===== config.mk =====
export PLATFORM = sky130hd
export DESIGN_NAME = key_wakeup_stop_release
export DESIGN_NICKNAME = d
export VERILOG_FILES = /design/src/shared/kwu_pkg.sv /design/src/core/wake_detect.sv /design/src/core/key_wakeup_stop_release.sv
export VERILOG_INCLUDE_DIRS = /design/src /design/src/shared
export SDC_FILE = /design/constraint.sdc
export NUM_CORES = 1
export LEC_CHECK = 0
export BUFFER_PORTS_ARGS = -buffer_cell sky130_fd_sc_hd__buf_4
export CORE_UTILIZATION = 40
export DETAILED_ROUTE_END_ITERATION = 8
export GPL_TIMING_DRIVEN = 0
export PLACE_DENSITY = 0.82
export SETUP_SLACK_MARGIN = 0.15
export SYNTH_ARGS = -nofsm -noshare
export SYNTH_HDL_FRONTEND = slang
export SYNTH_SLANG_ARGS = --single-unit

===== constraint.sdc =====
create_clock -name core_clk_in -period 3 [get_ports core_clk_in]
set_clock_uncertainty 0.15 [all_clocks]
set_input_delay 0.3 -clock core_clk_in [delete_from_list [all_inputs] [get_ports core_clk_in]]
set_output_delay 0.3 -clock core_clk_in [all_outputs]
set_load 0.05 [all_outputs]

===== src/shared/kwu_regs.svh =====
// register map and fixed values of the key wakeup block
// included by the top block and the testbench; definitions only
`ifndef KWU_REGS_SVH
`define KWU_REGS_SVH
`define KWE_INDEX 12'hfaa
`define KWE_ADDR 14'h3ea8
`define CTRL_ADDR 14'h3eac
`define STAT_ADDR 14'h3eb0
`define KWE_EN_MSB 7
`define KWE_EN_LSB 4
`define KWE_RESET 4'h0
`define CTRL_RESET 2'h0
`define CTRL_RELM_BIT 0
`define CTRL_STOP_BIT 1
`define WARMUP_NS 1000
`endif


===== src/shared/kwu_pkg.sv =====
// types shared by the key wakeup block
// no assumptions beyond a standard tool flow
package kwu_pkg;
  typedef enum logic [2:0] {
    st_run = 3'b001,
    st_stop = 3'b010,
    st_warm = 3'b100
  } stop_state_t;
endpackage


===== src/core/wake_detect.sv =====
// wakeup source detector: key pins and primary wake pin
// pins are synchronous to core_clk_in
`timescale 1ns/1ps
module wake_detect #(
  parameter int KEYS = 4
) (
  input wire logic core_clk_in,
  input wire logic rst_b_in,
  input wire logic [KEYS-1:0] key_pin_in,
  input wire logic [KEYS-1:0] key_en_in,
  input wire logic stop_pin_in,
  input wire logic level_mode_in,
  output logic wake_out
);
  logic stop_pin_q;
  logic next_stop_pin_q;
  logic [KEYS-1:0] key_hit;
  logic key_any;
  logic prim_hit;

  initial begin
    if (KEYS < 1) begin
      $error("KEYS must be at least one");
    end
  end

  // per pin enable and inverted level
  genvar g;
  generate
    for (g = 0; g < KEYS; g++) begin : g_key
      assign key_hit[g] = key_en_in[g] & ~key_pin_in[g]; // [RULE13] [RULE4]
    end
  endgenerate

  always_comb begin
    next_stop_pin_q = stop_pin_in;
    key_any = |key_hit; // [RULE13]
    // level: high releases; edge: rising edge releases, keys unused
    if (level_mode_in) begin
      prim_hit = stop_pin_in; // [RULE5]
      wake_out = prim_hit | key_any; // [RULE5] [RULE13]
    end else begin
      prim_hit = stop_pin_in & ~stop_pin_q; // [RULE5]
      wake_out = prim_hit;
    end
  end

  always_ff @(posedge core_clk_in or negedge rst_b_in) begin
    if (!rst_b_in) begin
      stop_pin_q <= 1'b0;
    end else begin
      stop_pin_q <= next_stop_pin_q;
    end
  end
endmodule


===== src/core/key_wakeup_stop_release.sv =====
// key wakeup stop release with avalon-mm register slave
// assumes synchronous pins and a single 100 MHz clock
// Notes on behaviour
// RULE1 - one enable bit per key pin
// RULE2 - enables in bits 7..4, write only
// RULE3 - enables clear at reset
// RULE4 - enabled key pin low ends stop
// RULE5 - level mode keys low; edge mode primary only
// RULE6 - wake condition at entry skips stop
// RULE7 - primary wake pin stays in use
// RULE8 - primary pin held low for key release
// RULE9 - firmware checks key pins high first
// RULE10 - edge mode: keys disabled or high
// RULE11 - key pins configured as inputs
// RULE12 - enabled key pins not analog inputs
// RULE13 - key request is or of enable and not pin
//
// Chosen here: register access over Avalon-MM.
`timescale 1ns/1ps
`include "kwu_regs.svh"
module key_wakeup_stop_release
  import kwu_pkg::*;
#(
  parameter int KEYS = 4,
  parameter int CLK_MHZ = 100
) (
  input wire logic core_clk_in,
  input wire logic rst_b_in,
  input wire logic [13:0] avs_address_in,
  input wire logic avs_read_in,
  input wire logic avs_write_in,
  input wire logic [31:0] avs_writedata_in,
  input wire logic [3:0] avs_byteenable_in,
  output logic [31:0] avs_readdata_out,
  output logic avs_waitrequest_out,
  input wire logic [KEYS-1:0] key_wake_pin_in,
  input wire logic stop_pin_in,
  output logic stop_mode_out,
  output logic warmup_out
);
  localparam int WARM_CYC_RAW = (`WARMUP_NS * CLK_MHZ + 999) / 1000;
  localparam int WARM_CYC = (WARM_CYC_RAW < 1) ? 1 : WARM_CYC_RAW;
  localparam int CW = $clog2(WARM_CYC + 1);

  initial begin
    if (KEYS != (`KWE_EN_MSB - `KWE_EN_LSB + 1)) begin
      $error("KEYS must match the enable nibble");
    end
    if (CLK_MHZ < 1) begin
      $error("CLK_MHZ must be at least one");
    end
  end

  logic [KEYS-1:0] key_en;
  logic [KEYS-1:0] next_key_en;
  logic relm;
  logic next_relm;
  logic ack;
  logic next_ack;
  logic [31:0] rdata;
  logic [31:0] next_rdata;
  logic stop_req;
  logic wake;
  stop_state_t state;
  stop_state_t next_state;
  logic [CW-1:0] cnt;
  logic [CW-1:0] next_cnt;
  logic next_stop_mode;
  logic next_warmup;
  logic next_waitreq;
  logic [CW-1:0] warm_len;
  logic [CW-1:0] next_warm_len;

  wake_detect #(.KEYS(KEYS)) u_detect (
    .core_clk_in(core_clk_in),
    .rst_b_in(rst_b_in),
    .key_pin_in(key_wake_pin_in),
    .key_en_in(key_en),
    .stop_pin_in(stop_pin_in),
    .level_mode_in(relm),
    .wake_out(wake)
  );

  // bus slave: one wait cycle; a write lands with the answer
  always_comb begin
    next_key_en = key_en;
    next_relm = relm;
    next_ack = 1'b0;
    next_waitreq = 1'b1;
    next_rdata = 32'h0;
    stop_req = 1'b0;
    if ((avs_read_in | avs_write_in) & ~ack) begin
      next_ack = 1'b1;
      next_waitreq = 1'b0;
    end
    if (avs_write_in & ack & avs_byteenable_in[0]) begin
      unique case (avs_address_in)
        `KWE_ADDR: begin
          next_key_en = avs_writedata_in[`KWE_EN_MSB:`KWE_EN_LSB]; // [RULE1] [RULE2]
        end
        `CTRL_ADDR: begin
          next_relm = avs_writedata_in[`CTRL_RELM_BIT];
          stop_req = avs_writedata_in[`CTRL_STOP_BIT];
        end
        default: begin
        end
      endcase
    end
    if (avs_read_in & ~ack) begin
      unique case (avs_address_in)
        `KWE_ADDR: next_rdata = 32'h0; // [RULE2]
        `CTRL_ADDR: next_rdata = {31'h0, relm};
        `STAT_ADDR: next_rdata = {29'h0, warmup_out, stop_mode_out, wake};
        default: next_rdata = 32'h0;
      endcase
    end
  end

  always_ff @(posedge core_clk_in or negedge rst_b_in) begin
    if (!rst_b_in) begin
      key_en <= `KWE_RESET; // [RULE3]
      relm <= 1'b0;
      ack <= 1'b0;
      avs_waitrequest_out <= 1'b1;
      rdata <= 32'h0;
    end else begin
      key_en <= next_key_en;
      relm <= next_relm;
      ack <= next_ack;
      avs_waitrequest_out <= next_waitreq;
      rdata <= next_rdata;
    end
  end

  always_comb begin
    avs_readdata_out = rdata;
  end

  // stop sequencer
  always_comb begin
    next_state = state;
    next_cnt = cnt;
    unique case (state)
      st_run: begin
        if (stop_req) begin
          next_cnt = CW'(WARM_CYC);
          next_state = wake ? st_warm : st_stop; // [RULE6]
        end
      end
      st_stop: begin
        if (wake) begin
          next_cnt = CW'(WARM_CYC);
          next_state = st_warm; // [RULE4] [RULE5]
        end
      end
      st_warm: begin
        next_cnt = cnt - CW'(1);
        if (cnt == CW'(1)) begin
          next_state = st_run;
        end
      end
      default: next_state = st_run;
    endcase
    next_stop_mode = (next_state == st_stop);
    next_warmup = (next_state == st_warm);
  end

  always_ff @(posedge core_clk_in or negedge rst_b_in) begin
    if (!rst_b_in) begin
      state <= st_run;
      cnt <= '0;
      stop_mode_out <= 1'b0;
      warmup_out <= 1'b0;
    end else begin
      state <= next_state;
      cnt <= next_cnt;
      stop_mode_out <= next_stop_mode;
      warmup_out <= next_warmup;
    end
  end

  // helper: cycles spent in warm-up so far
  always_comb begin
    next_warm_len = '0;
    if (warmup_out) begin
      next_warm_len = warm_len + CW'(1);
    end
  end

  always_ff @(posedge core_clk_in or negedge rst_b_in) begin
    if (!rst_b_in) begin
      warm_len <= '0;
    end else begin
      warm_len <= next_warm_len;
    end
  end
endmodule


==> results.md <==
- Final core occ: 55.68%
- Unrepaired setup endpoints after global routing: no
- Seq/Total Area, Yosys: 41.70%
- Remaining DRCs: 0
- Status: finished, final reports clean
- Post-Synth XOR/XNOR Area: 0%
- Placeable Area: 3337 sq um
- Main combinational cell family by area after synthesis: simple AND/OR/NAND/NOR gates
- Wirelength per Cell: 10.14 microns
- Post-synth top cells: 29 x buf_4, 21 x dfrtp_1, 16 x nor2_1
- Full die area: 3705 sq um
- DR iter-0 viols: 36
- Worst r2r src: key_en[1]
- Post-synthesis compound-gate area fraction: 10.83%
- Final wirelength: 2524 microns
- MaxCap Viol Count: 0
- Async SR Flop Fraction: 100.0%
- Post-synth EDFFs: 0
- Mapped Cells: 134
- # rows: 21
- Crit Path Max Fanout: 7
- Setup Viol. Count Final: 0
- Dpl cells: 243
- Routed vias/inst: 4.373
- Layout cell share with drive strength beyond 1: 42.36%
- Non-filler cells, final: 249
- Synthesized area per cell: 10.35 sq um
- Hold Path Class: in -> reg
- Worst setup margin: 1.119 ns
- Startpoint types: register
- Count of final hold-check violations: 0
- Minimum clock period: 1.881 ns
- Min Hold Slack: 0.06586 ns
- Pre-CTS setup slack: 1.109 ns
- Synth top area cells: dfrtp_1 38%, buf_4 16%, nor2_1 4.3%, mux2_2 4.1%, dfstp_2 3.8%
- YS warnings: 0
- Period utilization: 62.69%
- Pwr Density: 336.9 nW/um^2
- Hold Path Depth: 2
- Area after DPL: 1812 sq um
- Main synth FF type: dfrtp_1
- Adder-cell share of the synthesized area: 1.805%
- Worst VDD drop: 0.0001648 V
- Placed wire-length estimate: 1992 microns
- Largest net degree at the start of global routing: 24
- Nets: 265
- Top cell type's share of synthesized area: 37.91%
- Pre-antenna DRT Iters: 4
- Die Y-Extent: 60.87 microns
- Final count of pins violating max slew: 0
- Reg clk slew, reported paths: 0.13 ns
- GRT overflow: 0
- Worst path slowest cell: a211oi_4
- Routed Antenna Nets: 0
- Filler Cells Inserted: 313
- Root buffer cell: clkbuf_4
- Initial antenna violation count: 0
- Synthesized cell area: 1386 sq um
- Worst EP arrival: 1.91 ns
- Synth-to-layout area growth: 34.03%
- CP cell instances: nor2b_4, o41ai_4, nand2_2, a211oi_4, o31ai_1
- R2R setup slack: 1.12 ns
- Max Fclk: 531.7 MHz
- Lkg Pwr: 0.9662 nW
- CP Class: reg -> reg
- Antenna Cells: 0
- Startpoint of the worst hold path: avs_writedata_in[4]
- Starting density of the core: 41.54%
- Post-CTS sizing: 0
- Die X: 60.87 microns
- First-pass GRT wire length: 4002 microns
- Register bit count reported by yosys: 23
- Vias in the first global route: 965
- Setup TNS Final: 0 ns
- Clk buf depth: 2
- Largest stage delay, worst path: 0.43 ns
- Port buffer count: 35
- Total Power: 626.0 uW
- R2r endpoint: cnt[6]
- Simple-gate share of the synthesized area: 23.19%
- Post-CTS Hold Buffers: 2
- R2r worst-path depth: 5
- Gr usage total: 15.03%
- Count leader, synth: buf_4
- CTS tree: done
- Critical path required time: 3.02 ns
- Clk_lat worst skew: 0.30 ns
- CTS sink count: 23
- Post-synth cell types: 43
- Final Cell Area: 1858 sq um
- Post-CTS Setup Inserts: 0
- Ports: 94
- H-tree levels: 1
- TritonCTS Buffers: 3
- Worst setup EP type: register
- Via Count: 1089
- Hold EP: key_en[0]
- Cell taking the most area after synthesis: dfrtp_1
- Gpl congestion: 0.7755
- Mux contribution to synthesized area: 5.144%
-- worst max path at each step --
stage | slack [ns] | from | end | cells after the start
global route | 1.03 | key_en[1] | cnt[6] | 5
floorplan | 1.32 | key_en[1] | cnt[0] | 5
CTS | 1.13 | key_en[1] | cnt[6] | 5
detailed placement | 1.11 | avs_address_in[1] | cnt[0] | 6
global placement | 1.12 | avs_address_in[1] | cnt[0] | 6
finish | 1.12 | key_en[1] | cnt[6] | 5
-- report_power, final --
part | total (mW) | internal [mW] | switching (mW)
registers | 0.317 | 0.315 | 0.00168
clock network | 0.143 | 0.0518 | 0.0908
logic | 0.167 | 0.0586 | 0.108
-- cell usage in the layout (no fill, tap or decap), drive strengths merged, types with 3 or more instances in the layout --
master	instances
conb	29
nand2	12
nor2	16
inv	4
nor2b	4
mux2	6
dfrtp	21
clkbuf	4
o41ai	3
buf	65
o31ai	3
-- layer usage --
layer  up-vias  part of all wire, %  GRT usage (%)  wire length (microns)
li1        540                    -              -                      -
met3         6                  6.7          4.478                    169
met1       498                   42          16.49                   1070
met4         0                  1.8          6.169                     45
met2        45                   49          27.00                   1238
met5         -                    0              0                      0
-- logic make-up (layout without fill, tap and decap cells) --
group | Yosys count | count (layout)
other | 1 | 29
AND/OR/NAND/NOR | 53 | 53
flip-flops | 23 | 23
adder cells (fa/ha/maj) | 2 | 2
buffers and inverters | 34 | 75
AO/OA/AOI/OAI | 15 | 15
multiplexers | 6 | 6
-- registers in the layout, indices dropped and copies added (netlist names), 3 cells and up --
signal	count
avs_readdata_out	3
cnt	7
state	3
key_en	4
-- worst max-delay path, delay by kind of cell, from the launching register on --
family / cells / cell delay [ns]
compound gates: 3 / 0.93
simple gates: 2 / 0.28
flops: 1 / 0.40
-- cell type report --
| cell class | instances | area [sq um] | area share [%] |
|---|---|---|---|
| buffer | 30 | 221.5 | 11.92 |
| inverter | 4 | 15.01 | 0.8081 |
| multi-input combinational | 105 | 676.9 | 36.43 |
| timing repair buffer | 37 | 282.8 | 15.22 |
| sequential | 23 | 578.1 | 31.11 |
| tap | 46 | 57.56 | 3.098 |
| clock buffer | 4 | 26.28 | 1.414 |
Note: power is estimated with default switching activity, not from simulation.
